$ cat src/rtl/nvhc_map.vh
`ifndef NVHC_MAP_VH
`define NVHC_MAP_VH
`define NVHC_CLK_PS 8000
`define NVHC_T_RC_PS 25000
`define NVHC_T_CW_PS 20000
`define NVHC_T_SD_PS 10000
`define NVHC_T_DOE_PS 12000
`define NVHC_T_HZ_PS 10000
`define NVHC_T_PHSB_PS 15000
`define NVHC_T_DHSB_PS 25000
`define NVHC_T_SS_NS 100000
`define NVHC_T_RTCP_NS 350000
`define NVHC_T_HRECALL_NS 20000000
`define NVHC_CYC_UP(ps) (((ps) + `NVHC_CLK_PS - 1) / `NVHC_CLK_PS)
`define NVHC_RC_CYC `NVHC_CYC_UP(`NVHC_T_RC_PS)
`define NVHC_CW_CYC `NVHC_CYC_UP(`NVHC_T_CW_PS)
`define NVHC_ACC_CYC `NVHC_CYC_UP(`NVHC_T_RC_PS)
`define NVHC_HZ_CYC `NVHC_CYC_UP(`NVHC_T_HZ_PS)
`define NVHC_PHSB_CYC `NVHC_CYC_UP(`NVHC_T_PHSB_PS)
`define NVHC_DHSB_CYC `NVHC_CYC_UP(`NVHC_T_DHSB_PS)
`define NVHC_SS_CYC (`NVHC_T_SS_NS / (`NVHC_CLK_PS / 1000))
`define NVHC_RTCP_CYC (`NVHC_T_RTCP_NS / (`NVHC_CLK_PS / 1000))
`define NVHC_HREC_CYC (`NVHC_T_HRECALL_NS / (`NVHC_CLK_PS / 1000))
`define NVHC_OP_READ 2'h0
`define NVHC_OP_WRITE 2'h1
`define NVHC_OP_SAVE 2'h2
`define NVHC_OP_WAIT 2'h3
`endif

$ cat src/rtl/nvhc_timer.v
`include "nvhc_map.vh"
module nvhc_timer (
  input wire mclk_i,
  input wire rst_n_i,
  input wire ce_i,
  input wire load_i,
  input wire [31:0] count_i,
  output wire done_o
);
  reg [31:0] cnt_reg;
  always @(posedge mclk_i or negedge rst_n_i) begin
    if (!rst_n_i) begin
      cnt_reg <= 32'h00000000;
    end else if (ce_i) begin
      if (load_i) begin
        cnt_reg <= count_i;
      end else if (cnt_reg != 32'h00000000) begin
        cnt_reg <= cnt_reg - 32'h00000001;
      end
    end
  end
  assign done_o = (cnt_reg == 32'h00000000);
endmodule

$ cat src/rtl/nvhc_host.v
`include "nvhc_map.vh"
module nvhc_host #(
  parameter [31:0] SS_CYC = `NVHC_SS_CYC,
  parameter [31:0] RTCP_CYC = `NVHC_RTCP_CYC,
  parameter [31:0] HREC_CYC = `NVHC_HREC_CYC
) (
  input wire mclk_i,
  input wire rst_n_i,
  input wire en_i,
  input wire req_valid_i,
  input wire [1:0] req_op_i,
  input wire [14:0] req_addr_i,
  input wire [7:0] req_wdata_i,
  input wire req_cmd_step_i,
  input wire req_last_step_i,
  input wire req_clk_upd_i,
  output wire req_ready_o,
  output wire rsp_valid_o,
  output reg [7:0] rsp_rdata_o,
  output reg rsp_untrusted_o,
  output reg [14:0] mem_addr_o,
  output reg [7:0] mem_dq_o,
  output reg mem_dq_oe_o,
  input wire [7:0] mem_dq_i,
  output reg mem_ce_n_o,
  output reg mem_we_n_o,
  output reg mem_oe_n_o,
  output reg hw_save_busy_n_o,
  output reg hw_save_busy_n_oe_o,
  input wire hw_save_busy_n_i,
  input wire supply_ok_i,
  output wire busy_o
);
  localparam [5:0] S_BOOT = 6'h01;
  localparam [5:0] S_IDLE = 6'h02;
  localparam [5:0] S_RD = 6'h04;
  localparam [5:0] S_WR = 6'h08;
  localparam [5:0] S_SAVE = 6'h10;
  localparam [5:0] S_WAIT = 6'h20;
  reg [5:0] st_reg;
  reg [5:0] st_next;
  reg [7:0] cyc_reg;
  reg rsp_reg;
  reg last_reg;
  reg [2:0] step_reg;
  reg [2:0] step_next;
  reg last_next;
  reg ce_n_next;
  reg we_n_next;
  reg oe_n_next;
  reg dq_oe_next;
  reg hsb_oe_next;
  reg tload;
  reg [31:0] tcount;
  wire tdone;

  nvhc_timer u_timer (
    .mclk_i(mclk_i),
    .rst_n_i(rst_n_i),
    .ce_i(en_i),
    .load_i(tload),
    .count_i(tcount),
    .done_o(tdone)
  );

  function [7:0] cyc8;
    input integer n;
    begin
      cyc8 = n[7:0];
    end
  endfunction

  // Read request that belongs to a software command sequence
  function cmd_read;
    input [1:0] op;
    input step;
    begin
      cmd_read = (op == `NVHC_OP_READ) && step;
    end
  endfunction

  // Device busy: save/restore running or supply low
  wire dev_busy = !hw_save_busy_n_i || !supply_ok_i;
  assign req_ready_o = (st_reg == S_IDLE) && !dev_busy && tdone;
  assign rsp_valid_o = rsp_reg;
  assign busy_o = !req_ready_o;
  wire take = (st_reg == S_IDLE) && req_valid_i && req_ready_o;

  always @* begin
    st_next = st_reg;
    tload = 1'b0;
    tcount = 32'h00000000;
    step_next = step_reg;
    last_next = last_reg;
    ce_n_next = 1'b1;
    we_n_next = 1'b1;
    oe_n_next = 1'b1;
    dq_oe_next = 1'b0;
    hsb_oe_next = 1'b0;
    case (st_reg)
      S_BOOT: begin
        if (supply_ok_i) begin
          tload = 1'b1;
          tcount = HREC_CYC;
          st_next = S_WAIT;
        end
      end
      S_IDLE: begin
        if (req_valid_i && req_ready_o) begin
          case (req_op_i)
            `NVHC_OP_READ: st_next = S_RD;
            `NVHC_OP_WRITE: st_next = S_WR;
            `NVHC_OP_SAVE: st_next = S_SAVE;
            default: begin
              tload = 1'b1;
              tcount = req_clk_upd_i ? RTCP_CYC : SS_CYC;
              st_next = S_WAIT;
            end
          endcase
        end
      end
      S_RD: begin
        if (cyc_reg == cyc8(`NVHC_RC_CYC) - 8'h01) begin
          if (last_reg) begin
            tload = 1'b1;
            tcount = SS_CYC;
            st_next = S_WAIT;
          end else begin
            st_next = S_IDLE;
          end
        end
      end
      S_WR: begin
        if (cyc_reg == cyc8(`NVHC_RC_CYC) - 8'h01) begin
          st_next = S_IDLE;
        end
      end
      S_SAVE: begin
        if (cyc_reg == cyc8(`NVHC_PHSB_CYC + `NVHC_DHSB_CYC) - 8'h01) begin
          st_next = S_WAIT;
        end
      end
      S_WAIT: begin
        if (tdone && hw_save_busy_n_i && supply_ok_i) begin
          st_next = S_IDLE;
        end
      end
      default: st_next = S_BOOT;
    endcase
    // Supply below threshold: drop everything and wait for restore
    if (!supply_ok_i) begin
      st_next = S_BOOT;
    end
    // Six back-to-back command reads, counted at the take edge
    if (take) begin
      if (cmd_read(req_op_i, req_cmd_step_i)) begin
        step_next = (step_reg == 3'h5) ? 3'h0 : step_reg + 3'h1;
      end else begin
        step_next = 3'h0;
      end
      // Last flag only honoured on the sixth step of an unbroken run
      last_next = cmd_read(req_op_i, req_cmd_step_i) && req_last_step_i &&
                  (step_reg == 3'h5);
    end
    // Read: select and gate low, write strobe stays high
    if (st_next == S_RD) begin
      ce_n_next = 1'b0;
      oe_n_next = 1'b0;
    end
    // Write strobe falls with select so outputs stay off
    if (st_next == S_WR) begin
      ce_n_next = 1'b0;
      we_n_next = (st_reg == S_WR) && (cyc_reg >= cyc8(`NVHC_CW_CYC) - 8'h01);
      dq_oe_next = 1'b1;
    end
    // Save pin only pulled during a save request, never in an access
    if (st_next == S_SAVE) begin
      hsb_oe_next = (st_reg != S_SAVE) ||
                    (cyc_reg < cyc8(`NVHC_PHSB_CYC) - 8'h01);
    end
  end

  always @(posedge mclk_i or negedge rst_n_i) begin
    if (!rst_n_i) begin
      st_reg <= S_BOOT;
      cyc_reg <= 8'h00;
      rsp_reg <= 1'b0;
      last_reg <= 1'b0;
      step_reg <= 3'h0;
      rsp_rdata_o <= 8'h00;
      rsp_untrusted_o <= 1'b0;
      mem_addr_o <= 15'h0000;
      mem_dq_o <= 8'h00;
      mem_dq_oe_o <= 1'b0;
      mem_ce_n_o <= 1'b1;
      mem_we_n_o <= 1'b1;
      mem_oe_n_o <= 1'b1;
      hw_save_busy_n_o <= 1'b1;
      hw_save_busy_n_oe_o <= 1'b0;
    end else if (en_i) begin
      st_reg <= st_next;
      step_reg <= step_next;
      last_reg <= last_next;
      rsp_reg <= 1'b0;
      cyc_reg <= (st_next == st_reg) ? cyc_reg + 8'h01 : 8'h00;
      if (take) begin
        mem_addr_o <= req_addr_i;
        mem_dq_o <= req_wdata_i;
      end
      mem_ce_n_o <= ce_n_next;
      mem_oe_n_o <= oe_n_next;
      mem_we_n_o <= we_n_next;
      mem_dq_oe_o <= dq_oe_next;
      // Open-drain save pin: level stays low, the enable does the pulling
      hw_save_busy_n_o <= 1'b0;
      hw_save_busy_n_oe_o <= hsb_oe_next;
      if (st_reg == S_RD && st_next != S_RD) begin
        rsp_rdata_o <= mem_dq_i;
        rsp_untrusted_o <= last_reg;
        rsp_reg <= 1'b1;
      end
      if (st_reg == S_WR && st_next != S_WR) begin
        rsp_untrusted_o <= 1'b0;
        rsp_reg <= 1'b1;
      end
    end
  end
endmodule

$ cat config.mk
export PLATFORM = sky130hd
export DESIGN_NAME = nvhc_host
export DESIGN_NICKNAME = d
export VERILOG_FILES = /design/src/rtl/nvhc_timer.v /design/src/rtl/nvhc_host.v
export VERILOG_INCLUDE_DIRS = /design/src /design/src/rtl
export SDC_FILE = /design/constraint.sdc
export NUM_CORES = 1
export LEC_CHECK = 0
export BUFFER_PORTS_ARGS = -buffer_cell sky130_fd_sc_hd__buf_4
export CAP_MARGIN = 10
export CORE_ASPECT_RATIO = 0.5
export CORE_UTILIZATION = 48
export DETAILED_ROUTE_END_ITERATION = 7
export GPL_ROUTABILITY_DRIVEN = 0
export PLACE_DENSITY = 0.81
export SLEW_MARGIN = 20
export SYNTH_ARGS = -nofsm -noshare
export SYNTH_HDL_FRONTEND = slang
export SYNTH_SLANG_ARGS = --single-unit
export TNS_END_PERCENT = 100
$ cat constraint.sdc
create_clock -name mclk_i -period 4.2 [get_ports mclk_i]
set_input_delay 1.26 -clock mclk_i [delete_from_list [all_inputs] [get_ports mclk_i]]
set_output_delay 1.26 -clock mclk_i [all_outputs]
set_load 0.05 [all_outputs]
### Word-level counts from Yosys, hierarchy flattened

Cells that the tools add are included.

* register bits: 89
* bits in latches: 0
* bits in writable memories: 0
* bits in read-only memories: 0
* bits of input ports: 42
* output and inout bits: 41
* logic and storage cells: 104
* memories: 0

* add/sub/neg operators: 3
* multiply operators: 0
* divide/modulo/power cells: 0
* magnitude comparators: 2
* eq/ne operators: 18
* shift operators: 0
* mux-type cells: 36
* bitwise logic cells: 0
* reduce and logical (&&, ||, !) cells: 29

Operator list (count)
* $pmux 22 s3: 1
* $mux 32: 2
* $mux 16: 3
* $mux 6: 7
* $pmux 6 s6: 1
* $logic_not 32->1: 1
* $reduce_bool 32->1: 1
* $sub 32x1->32 const B: 1
* $mux 14: 2
* $mux 22: 1
* $pmux 6 s3: 1
* $mux 1: 14
* $logic_and 1x1->1: 13
* $eq 6x3->1 const B: 2
* $eq 6x4->1 const B: 2
* $eq 6x5->1 const B: 2
* $add 8x1->8 const B: 1
* $eq 8x2->1 const B: 1
* $eq 8x3->1 const B: 1
* $ge 8x2->1 const B: 1
* $lt 8x1->1 const B: 1
* $mux 8: 1
* $reduce_and 2->1: 4
* $eq 6x1->1 const B: 1
* 17 further kinds: 23

### Logic depth before layout (Yosys ltp)

Gate-level depths: netlist of the first run.

* depth after elaboration: 13
* mapped depth: 11

### Modules after synthesis

From an unflattened synthesis of the first run, not the netlist that was laid out.

* cells, all modules: 557
* area, all modules: 4994.8 um^2

By module, submodules not included
* nvhc_host: instances 1, cells each 312, area an instance 2921.6 um^2, sequential area each 1432.6 um^2
* nvhc_timer: instances 1, cells each 245, area an instance 2073.2 um^2, sequential area each 800.8 um^2

### Least setup slack after synthesis of the first run

OpenSTA, ideal clock, no wires.

* path type: register to output
* from: register st_reg[3]
* to: output busy_o
* data arrival time: 3.718 ns
* data required time: 2.940 ns
* setup slack: -0.778 ns
* cell stages (with the launch flop): 6
* cell sequence: dfrtp_1 -> buf_6 -> or4_4 -> or2_2 -> nor4_1 -> inv_1

* longest elaborated chain between the ends: 4

Ends and longest elaborated chain
* start: declaration: line nvhc_host.v:40 `reg [5:0] st_reg;`
* start signal: assignment: line nvhc_host.v:201 `st_reg <= st_next;`
* $eq 6x2->1: line nvhc_host.v:84 `assign req_ready_o = (st_reg == S_IDLE) && !dev_busy && tdone;`
* $logic_and 1x1->1 (2 in series): line nvhc_host.v:84
* named net req_ready_o: line nvhc_host.v:17 `output wire req_ready_o,`
* $logic_not 1->1: line nvhc_host.v:86 `assign busy_o = !req_ready_o;`
* end: declaration: line nvhc_host.v:32 `output wire busy_o`

The timed path passes the listed nets, and every way through them passes these cells.

### Worst setup path after layout of the first run

* from: register st_reg[5]
* to: output busy_o

* longest elaborated chain between the ends: 4

Ends and longest elaborated chain (line)
* $eq 6x2->1: nvhc_host.v:84
* $logic_and 1x1->1 (2 in series): nvhc_host.v:84
* $logic_not 1->1: nvhc_host.v:86

Every way passes these cells.

==> key figures, run 1 <==
Outcome
  – Status: completed

CTS
  – CTS Sinks: slightly below 90
  – CTS tree: yes
  – PostCTS Resize Cnt: 0
  – Cts bufs inserted: 9
  – Longest Clk Path Bufs: 2
  – Hold-fix buffers, CTS: 0
  – Post-CTS setup buffers: 0
  – Reg clk slew, reported paths: 0.07 ns
  – CTS HTree Levels: 3
  – Clock latency on the worst-skew pair: 0.35 ns
  – Root Driver: clkbuf_16

Floorplanning
  – Die area: 0.01061 mm²
  – Die height: 73.35 µm
  – Core footprint: 0.009666 mm²
  – Die span in x: 144.7 µm
  – # rows: 25
  – I/O pins: 83
  – Starting density of the core: 50.56%

Synthesis
  – Post-synth EDFFs: 0
  – Top_reg_cell synth: dfrtp_1
  – YS warnings: 0
  – Syn Nets: 590
  – Post-Syn Area per Cell: 9.017 µm²
  – Yosys top cell by area: dfrtp_1
  – Mapped Area: 0.004887 mm²
  – Synthesized flop and latch total: 89
  – Netlist cell types: 72
  – Top area cells in the synthesized netlist: dfrtp_1 (43%), nand2_1 (9.0%), nor2_1 (3.6%)
  – FFs w/ async S/R, synth: 100.0%
  – Sequential share of the synthesized area: 45.70%
  – Cells after synthesis: 542
  – Share of the synthesized area in the top cell type: 43.01%

Worst setup path
  – Critical path class: register to output port
  – CP endpoint kind: output port
  – Worst Path Arrival: 2.36 ns
  – Critical Path RT: ~2.9 ns
  – Crit Path Max Fanout: 11
  – Worst setup SP type: register

Routing
  – Final antenna-violating net count: 0
  – DRC viols: 0
  – Via count: roughly 4.3k
  – DR pass1 iterations: 6
  – Wire per inst: 15.51 µm
  – Via/cell ratio: between 5 and 6
  – Total Wirelength: around 12 mm
  – Detailed Route Iter0 Violations: around 430

Final layout
  – Commonest non-fill, non-tap cell in the layout: nand2_1
  – Max reg flops: 32
  – Fillers: around 790
  – Most frequent cells in the layout: nand2_1 (117), buf_4 (89), dfrtp_1 (84)
  – Area Overhead vs Synth: 20.74%
  – Antenna cell count: 0
  – Final core occ: roughly 61%
  – Final net count: 668
  – Fin cells: 759
  – Layout cells sized above 1: between 20% and 30%

Global route
  – Most Crowded Layer GR: met2
  – Number of global-route vias before repair: about 4k
  – Routing usage on met2: 38.46%
  – First-pass GRT wire length: 19.48 mm
  – Met1 Use GR: 31.38%
  – Met3 usage: 7.888%
  – GRT Resource Usage Total: between 20% and 30%
  – Grt ovf: 0
  – Largest net degree at the start of global routing: 46
  – Initial antenna violation count: 0

Power
  – Pwr dens: about 360 mW/mm²
  – Worst ir drop on vdd: 0.2255 mV
  – Static leakage: 2.743 nW
  – Total power: 2.153 mW

STA
  – Max-slew headroom: a little over half
  – Setup TNS: 0 ns
  – Fin crit share: 86.28%
  – Worst slew pin tran: 0.7043 ns
  – Fin. Hold Viols: 0
  – Fmax: 0.2760 GHz
  – Skew final: 0.005562 ns
  – Final setup fails: 0
  – RSZ-0062 raised after global routing: no
  – Max-slew violation count: 0
  – Crit path time final: 3.624 ns

Place
  – IO buf count: 82
  – Placed insts: 744
  – Placed wire-length estimate: 8.378 mm

Min path
  – Hold Crit Class: register to register

Run
  – Max-cap violation count: 0
## layer usage
metal	part of all wire (%)	wire, µm	up-vias
met5	0	0	-
met4	2.4	279	0
met3	5.7	669	24
met2	46	5442	154
met1	46	5382	2078
li1	-	-	2064
## worst paths after layout
| kind | start | slack, ns | endpoint | cells after the start |
|---|---|---|---|---|
| worst max-delay path | st_reg[5] | 0.58 | busy_o | 5 |
| worst min-delay path | mem_dq_o[7] | 0.47 | mem_dq_o[7] | 2 |
| worst max register to register | u_timer.cnt_reg[12] | 1.37 | u_timer.cnt_reg[22] | 7 |
| worst min register to register | mem_dq_o[7] | 0.47 | mem_dq_o[7] | 2 |
| max in group asynchronous | rst_n_i | 2.45 | hw_save_busy_n_o | 2 |
| min in group asynchronous | rst_n_i | 0.90 | mem_addr_o[10] | 1 |
## critical path, cell delays in order (launching register included)
cell and delay [ns]:
dfrtp_1 0.52, or4_4 0.59, or2_2 0.37, nor4_4 0.30, inv_1 0.06, buf_4 0.19
## area by class of cell
class / instances / area, µm² / area share, %
Timing Repair Buffer: 89 / 668.1 / 11.32
Tap cell: 135 / 168.9 / 2.863
Multi-Input combinational cell: 413 / 2486 / 42.13
Clock inverter: 6 / 51.30 / 0.8694
Sequential cell: 89 / 2233 / 37.85
Clock buffer: 9 / 225.2 / 3.817
Inverter: 18 / 67.56 / 1.145
## logic make-up (layout without fill, tap and decap cells)
| kind of cell | count (synthesis) | in the layout | share of synthesized area, % |
|---|---|---|---|
| flops | 89 | 89 | 45.70 |
| fa+ha+maj | 6 | 6 | 1.536 |
| xor+xnor | 21 | 21 | 3.764 |
| mux | 10 | 10 | 2.279 |
| simple gates | 278 | 278 | 29.44 |
| compound gates | 98 | 98 | 13.54 |
| buf+inv | 40 | 122 | 3.738 |
## metrics by stage
step	worst slack [ns]	hold slack, ns	cell area (µm²)
5_1_grt	0.4068	0.4931	5901
2_1_floorplan	0.4075	0.4538	4902
3_5_place_dp	0.8789	0.4585	5624
3_3_place_gp	0.9036	0.4515	5624
4_1_cts	0.5715	0.4733	5901
6_report	0.5764	0.4684	5901
## Yosys cell counts, types with 5 or more instances
cell type	number
nand2_1	117
dfrtp_1	84
nor2_1	47
o21ai_0	35
a21oi_1	21
nor3_1	21
inv_1	18
xnor2_1	13
buf_2	11
nand3_1	11
nor4_1	11
nand4_1	10
mux2_2	9
xor2_1	8
and2_1	7
clkbuf_1	6
ha_1	6
dfstp_2	5
nor4b_1	5
o22ai_1	5
o31ai_1	5
or3_1	5
## power by group
| part | switching (mW) | internal, mW | total, mW |
|---|---|---|---|
| combinational | 0.251 | 0.163 | 0.415 |
| clock | 0.353 | 0.408 | 0.761 |
| sequential | 0.0682 | 0.909 | 0.977 |
| total | 0.672 | 1.48 | 2.15 |
No activity file was read; power rests on OpenSTA's default activity.
==> inputs of run 2 (changes only) <==
ABC_AREA = 1   (was unset)
==> run 2 against run 1 <==
  * Sequential share of layout area decreased by 1.2 points
  * Utilization is 1.1 points higher
  * Clock power is 8.1% higher
  * Combinational power is 64% higher
  * Global-route usage shrank 0.52 points
  * Non-clock buffer count decreased by 1
  * Cell area rose by 3.1%
  * Sequential cell count did not move
  * Count of clock-buffer cells in the layout did not move
  * Synthesized cell count increased by 25%
  * Largest cell class unchanged
==> key figures, run 2 <==
Outcome
  – Status: completed

Worst setup path
  – Worst setup SP type: input pin
  – Reg2reg path depth: 15 (+8)
  – CP endpoint kind: output port
  – Critical Path RT: 2.94 ns (about the same)
  – Critical path class: input pin to output port
  – Reg2Reg Launch Point: u_timer.cnt_reg[9]
  – Worst Path Arrival: 2.29 ns (-0.07 ns)
  – R2r setup slk: 1.51 ns (+0.14 ns)
  – Crit Path Max Fanout: 13 (+2)
  – Worst reg2reg endpoint: u_timer.cnt_reg[25]

STA
  – Fin crit share: 84.50% (-1.8 points)
  – RSZ-0062 raised after global routing: no
  – Worst slew pin tran: 0.6381 ns (-0.06622 ns)
  – Final setup fails: 0 (unchanged)
  – Fmax: 0.2818 GHz (+2.1%)
  – Crit path time final: 3.549 ns (-0.07452 ns)
  – Skew final: 0.01515 ns (+0.009589 ns)
  – Worst Slack Setup Final: 0.6509 ns (+0.07452 ns)
  – Max-slew violation count: 0 (unchanged)
  – Fin. Hold Viols: 0 (unchanged)
  – Max-slew headroom: 57.30% (+4.3 points)
  – Setup TNS: 0 ns (unchanged)

Place
  – Pre-CTS setup slack: 0.6758 ns (-0.2031 ns)
  – Placed insts: 883 (+19%)
  – IO buf count: 82 (unchanged)
  – Placed wire-length estimate: 8.760 mm (+4.6%)

Power
  – Static leakage: 3.091 nW (+13%)
  – Worst ir drop on vdd: 0.2117 mV (-6.1%)
  – Switch share: 37.10% (+5.9 points)
  – Internal power: 1.611 mW (+8.8%)
  – Pwr dens: 420.8 mW/mm² (+15%)
  – Net Switching: 0.9501 mW (+41%)
  – Clock power share: 32.1% (-3.2 points)
  – Seq pwr share: 41.4% (-4.0 points)
  – Comb power frac: 26.5% (+7.2 points)

Final layout
  – Final net count: 807 (+21%)
  – Fillers: 847 (+7.1%)
  – Area Overhead vs Synth: 21.03%
  – Antenna cell count: 0 (unchanged)
  – Layout cells sized above 1: 18.85% (-4.2 points)
  – Fin cells: 899 (+18%)
  – Max reg flops: 32 (unchanged)
  – Final core occ: 62.16% (+1.1 points)
  – Commonest non-fill, non-tap cell in the layout: nand2_1
  – Most frequent cells in the layout: nand2_1 (219), buf_4 (88), dfrtp_1 (84)

Synthesis
  – Synthesized flop and latch total: 89 (unchanged)
  – Cells after synthesis: 676 (+25%)
  – Syn Nets: 724 (+23%)
  – FFs w/ async S/R, synth: 100.0% (unchanged)
  – Post-synth EDFFs: 0 (unchanged)
  – Share of the synthesized area in the top cell type: 41.80% (-1.2 points)
  – Sequential share of the synthesized area: 44.41% (-1.3 points)
  – Mapped Area: 0.005029 mm² (+2.9%)
  – Commonest cells post-synth: nand2_1 (219), dfrtp_1 (84), nor2_1 (83), inv_1 (66), nand3_1 (34)
  – Netlist cell types: 47 (-35%)
  – Top-count cell post-synth: nand2_1
  – YS warnings: 0 (unchanged)
  – Top_reg_cell synth: dfrtp_1
  – Post-Syn Area per Cell: 7.439 µm² (-18%)
  – Yosys top cell by area: dfrtp_1
  – Top area cells in the synthesized netlist: dfrtp_1 (42%), nand2_1 (16%), nor2_1 (6.2%)

Floorplanning
  – Starting density of the core: 51.36% (+0.80 points)
  – Die span in x: 146.8 µm (+1.4%)
  – Core footprint: 0.009791 mm² (+1.3%)
  – Die height: 74.38 µm (+1.4%)
  – I/O pins: 83 (unchanged)
  – # rows: 25 (unchanged)
  – Die area: 0.01091 mm² (+2.8%)

CTS
  – Reg clk slew, reported paths: 0.07 ns (about the same)
  – Post-CTS setup buffers: 0 (unchanged)
  – Root Driver: clkbuf_16
  – CTS Sinks: 89 (unchanged)
  – Clock latency on the worst-skew pair: 0.36 ns (about the same)
  – Longest Clk Path Bufs: 2 (unchanged)
  – Hold-fix buffers, CTS: 0 (unchanged)
  – PostCTS Resize Cnt: 0 (unchanged)
  – CTS HTree Levels: 3 (unchanged)
  – CTS tree: yes
  – Cts bufs inserted: 9 (unchanged)

Run
  – Max-cap violation count: 0 (unchanged)

Routing
  – DR pass1 iterations: 6 (unchanged)
  – Via/cell ratio: 5.068 (-11%)
  – Final antenna-violating net count: 0 (unchanged)
  – Total Wirelength: 12.13 mm (+3.1%)
  – Via count: 4556 (+5.5%)
  – Detailed Route Iter0 Violations: 398 (-6.4%)
  – Wire per inst: 13.50 µm (-13%)
  – DRC viols: 0 (unchanged)

Global route
  – Grt ovf: 0 (unchanged)
  – First-pass GRT wire length: 20.38 mm (+4.6%)
  – Initial antenna violation count: 0 (unchanged)
  – Number of global-route vias before repair: 4396 (+8.4%)
  – Largest net degree at the start of global routing: 43 (-6.5%)
  – GRT Resource Usage Total: 23.65% (-0.52 points)

Min path
  – Hold Crit Endpoint: hw_save_busy_n_o
  – Hold Crit Class: register to register
  – Hold Crit Start: hw_save_busy_n_o
  – Min-Delay Path Depth: 2 (unchanged)
[run 2: cell count changes after synthesis, sizes merged, moves of 8 or more]
cell	change
nand3	+22
nor2	+54
mux2	-9
xor2	+9
nand2	+105
nor4	-8
inv	+51
nor3	-9
nor4b	-8
[run 2: critical path, stage by stage]
cell,delay (ns)
buf_4,0.16
inv_1,0.11
nor2_2,0.20
inv_1,0.07
nor2_2,0.20
inv_1,0.09
buf_4,0.20
[run 2: worst max path at each step]
stage	from	to	depth (start not counted)
6_report	supply_ok_i	busy_o	7
5_1_grt	supply_ok_i	busy_o	7
4_1_cts	supply_ok_i	busy_o	7
3_5_place_dp	supply_ok_i	busy_o	7
3_3_place_gp	supply_ok_i	busy_o	7
2_1_floorplan	supply_ok_i	busy_o	5
[run 2: logic make-up after synthesis]
group,synth area share (%)
adder cells (fa/ha/maj),1.493
buffers and inverters,6.892
flip-flops,44.41
AND/OR/NAND/NOR,34.74
XOR/XNOR,4.529
AO/OA/AOI/OAI,7.938
[run 2: power groups by stage]
stage | logic, mW | registers [mW] | clock network (mW)
finish | 0.679 | 1.06 | 0.823
global route | 0.756 | 1.07 | 0.857
CTS | 0.678 | 1.06 | 0.829
detailed placement | 0.674 | 1.07 | 0
global placement | 0.660 | 1.07 | 0
floorplan | 0.368 | 1.17 | 0
[run 2: through the flow]
stage / area, µm² / hold slack, ns / power, mW
finish: 6086 / 0.4499 / 2.561
global route: 6086 / 0.4680 / 2.687
CTS: 6086 / 0.4542 / 2.563
detailed placement: 5779 / 0.4400 / 1.742
global placement: 5779 / 0.4282 / 1.728
floorplan: 5029 / 0.4921 / 1.533
[run 2: metal layers]
metal  vias to the layer above  part of all wire, %  GRT usage [%]
met5                         -                    0              0
met4                         0                  1.6          7.870
met3                        17                  5.7          6.196
met2                       134                   46          40.55
met1                      2091                   46          29.77
li1                       2314                    -              -
[run 2: cell type report]
cell class | instances | area [µm²] | share of cell area (%)
well taps | 135 | 168.9 | 2.775
flip-flops and latches | 89 | 2233 | 36.70
multi-input cells | 501 | 2449 | 40.23
clock buffers | 9 | 225.2 | 3.701
inverters | 70 | 267.8 | 4.400
clock inverters | 7 | 81.33 | 1.336
repair buffers | 88 | 660.6 | 10.86
==> inputs of run 3 (changes only) <==
PLACE_DENSITY = 0.83   (was 0.81)
clock period = 3.1 ns   (was 4.2 ns; I/O delays follow)
==> run 3 against run 2 <==
  * Worst hold slack got worse by 0.0015 ns
  * Non-clock buffer count fell by 2
  * Die area unchanged
  * Global-route usage fell by 0.33 points
  * Critical path type is now register to output port
  * Largest cell class unchanged
==> key figures, run 3 (synthesis gave the netlist of run 2 again) <==
STA
  – Max-slew headroom: 55.54% (-1.8 points)
  – Max-slew violation count: 0 (unchanged)
  – Crit path time final: between 2 and 3 ns
  – Fmax: 0.3383 GHz
  – Fin. Hold Viols: 0 (unchanged)
  – Skew final: 0.006023 ns (-0.009127 ns)
  – Setup TNS: 0 ns (unchanged)
  – RSZ-0062 raised after global routing: no
  – Final setup fails: 0 (unchanged)
  – Worst Slack Setup Final: 0.1438 ns (-0.5071 ns)
  – Worst slew pin tran: 0.6645 ns (+0.02635 ns)
  – Fin crit share: a little over nine tenths

Worst setup path
  – Worst setup SP type: register
  – Critical Path RT: 2.17 ns (-0.77 ns)
  – Worst Path Arrival: 2.03 ns (-0.26 ns)
  – CP endpoint kind: output port
  – Critical path class: register to output port
  – R2r setup slk: 0.36 ns (-1.15 ns)
  – Crit Path Max Fanout: 4 (-9)
  – Reg2Reg Launch Point: st_reg[0]
  – Worst reg2reg endpoint: u_timer.cnt_reg[24]
  – Reg2reg path depth: 12 (-3)

Floorplanning
  – Die height: 74.38 µm (unchanged)
  – Die span in x: 146.8 µm (unchanged)
  – Starting density of the core: 51.36% (unchanged)
  – Core footprint: 0.009791 mm² (unchanged)
  – I/O pins: 83 (unchanged)
  – Die area: 0.01091 mm² (unchanged)
  – # rows: 25 (unchanged)

Power
  – Internal power: 2.255 mW (+40%)
  – Worst ir drop on vdd: 0.2803 mV (+32%)
  – Comb power frac: 26.6% (about the same)
  – Static leakage: 3.090 nW (about the same)
  – Clock power share: 32.7% (+0.6 points)
  – Seq pwr share: 40.7% (-0.7 points)
  – Pwr dens: 576.7 mW/mm² (+37%)
  – Net Switching: 1.260 mW (+33%)
  – Switch share: 35.84% (-1.3 points)

Routing
  – Via/cell ratio: 5.167 (+2.0%)
  – Via count: 4635 (+1.7%)
  – DR pass1 iterations: 5 (-1)
  – Final antenna-violating net count: 0 (unchanged)
  – Wire per inst: 13.48 µm (-0.12%)
  – DRC viols: 0 (unchanged)
  – Total Wirelength: 12.09 mm (-0.35%)
  – Detailed Route Iter0 Violations: 374 (-6.0%)

Final layout
  – Commonest non-fill, non-tap cell in the layout: nand2_1
  – Layout cells sized above 1: 18.90% (+0.049 points)
  – Antenna cell count: 0 (unchanged)
  – Final net count: 805 (-0.25%)
  – Fillers: 841 (-0.71%)
  – Area Overhead vs Synth: 21.17%
  – Final core occ: 62.24% (+0.077 points)
  – Max reg flops: 32 (unchanged)
  – Most frequent cells in the layout: nand2_1 (219), buf_4 (85), dfrtp_1 (84)

Global route
  – Number of global-route vias before repair: 4194 (-4.6%)
  – GRT Resource Usage Total: 23.32% (-0.33 points)
  – Initial antenna violation count: 0 (unchanged)
  – Grt ovf: 0 (unchanged)
  – First-pass GRT wire length: 19.97 mm (-2.0%)
  – Largest net degree at the start of global routing: 67 (+56%)

Place
  – Placed wire-length estimate: 8.830 mm (+0.79%)
  – Pre-CTS setup slack: 0.1098 ns (-0.5660 ns)
  – IO buf count: 82 (unchanged)

CTS
  – CTS tree: yes
  – CTS Sinks: 89 (unchanged)
  – PostCTS Resize Cnt: 0 (unchanged)
  – Post-CTS setup buffers: 0 (unchanged)
  – Longest Clk Path Bufs: 2 (unchanged)
  – Reg clk slew, reported paths: 0.07 ns (about the same)
  – CTS HTree Levels: 3 (unchanged)
  – Cts bufs inserted: 9 (unchanged)
  – Hold-fix buffers, CTS: 0 (unchanged)
  – Clock latency on the worst-skew pair: 0.35 ns (about the same)
  – Root Driver: clkbuf_16

Min path
  – Hold Crit Endpoint: hw_save_busy_n_o
  – Hold Crit Start: hw_save_busy_n_o
  – Hold Crit Class: register to register
  – Min-Delay Path Depth: 2 (unchanged)

Outcome
  – Status: completed

Run
  – Max-cap violation count: 0 (unchanged)
==> run 3: area by class of cell <==
| class | instances | area, µm² | area share, % |
|---|---|---|---|
| inverter | 70 | 267.8 | 4.394 |
| multi-input combinational | 501 | 2456 | 40.31 |
| tap | 135 | 168.9 | 2.772 |
| sequential | 89 | 2233 | 36.65 |
| clock buffer | 9 | 225.2 | 3.696 |
| clock inverter | 7 | 83.83 | 1.376 |
| timing repair buffer | 86 | 658.1 | 10.80 |
==> run 3: critical path, stage by stage, from the launching register on <==
cell     delay, ns
dfrtp_1       0.38
inv_1         0.10
ha_2          0.22
nand2_1       0.06
nor2_1        0.13
nand2_1       0.07
nor2_1        0.15
nand3_1       0.15
nor2_4        0.15
inv_1         0.08
buf_4         0.19
==> run 3: per-layer routing <==
| metal | part of all wire [%] | wire length, µm | up-vias | GRT usage, % |
|---|---|---|---|---|
| met3 | 5.9 | 717 | 19 | 6.074 |
| li1 | - | - | 2315 | - |
| met1 | 45 | 5415 | 2158 | 30.00 |
| met4 | 1.5 | 185 | 0 | 7.292 |
| met2 | 48 | 5773 | 143 | 39.34 |
| met5 | 0 | 0 | - | 0 |
==> run 3: power by group through the flow <==
stage	combinational [mW]	clock [mW]	sequential, mW
6_report	0.936	1.15	1.43
5_1_grt	1.04	1.21	1.45
4_1_cts	0.927	1.17	1.43
3_5_place_dp	0.920	0	1.45
3_3_place_gp	0.905	0	1.44
2_1_floorplan	0.498	0	1.58
==> run 3: per-stage QoR <==
step	std cells	power [mW]	hold WS, ns	instance area (µm²)
floorplan	676	2.077	0.4921	5029
global placement	881	2.348	0.4261	5777
detailed placement	881	2.365	0.4385	5777
CTS	897	3.524	0.4512	6086
global route	897	3.697	0.4701	6093
finish	897	3.514	0.4484	6093
==> run 3: worst max path at each step <==
| stage | from | end | cells past startpoint |
|---|---|---|---|
| 2_1_floorplan | supply_ok_i | busy_o | 5 |
| 3_3_place_gp | supply_ok_i | rsp_rdata_o[4] | 12 |
| 3_5_place_dp | supply_ok_i | rsp_rdata_o[5] | 12 |
| 4_1_cts | u_timer.cnt_reg[0] | busy_o | 10 |
| 5_1_grt | u_timer.cnt_reg[1] | busy_o | 10 |
| 6_report | u_timer.cnt_reg[1] | busy_o | 10 |
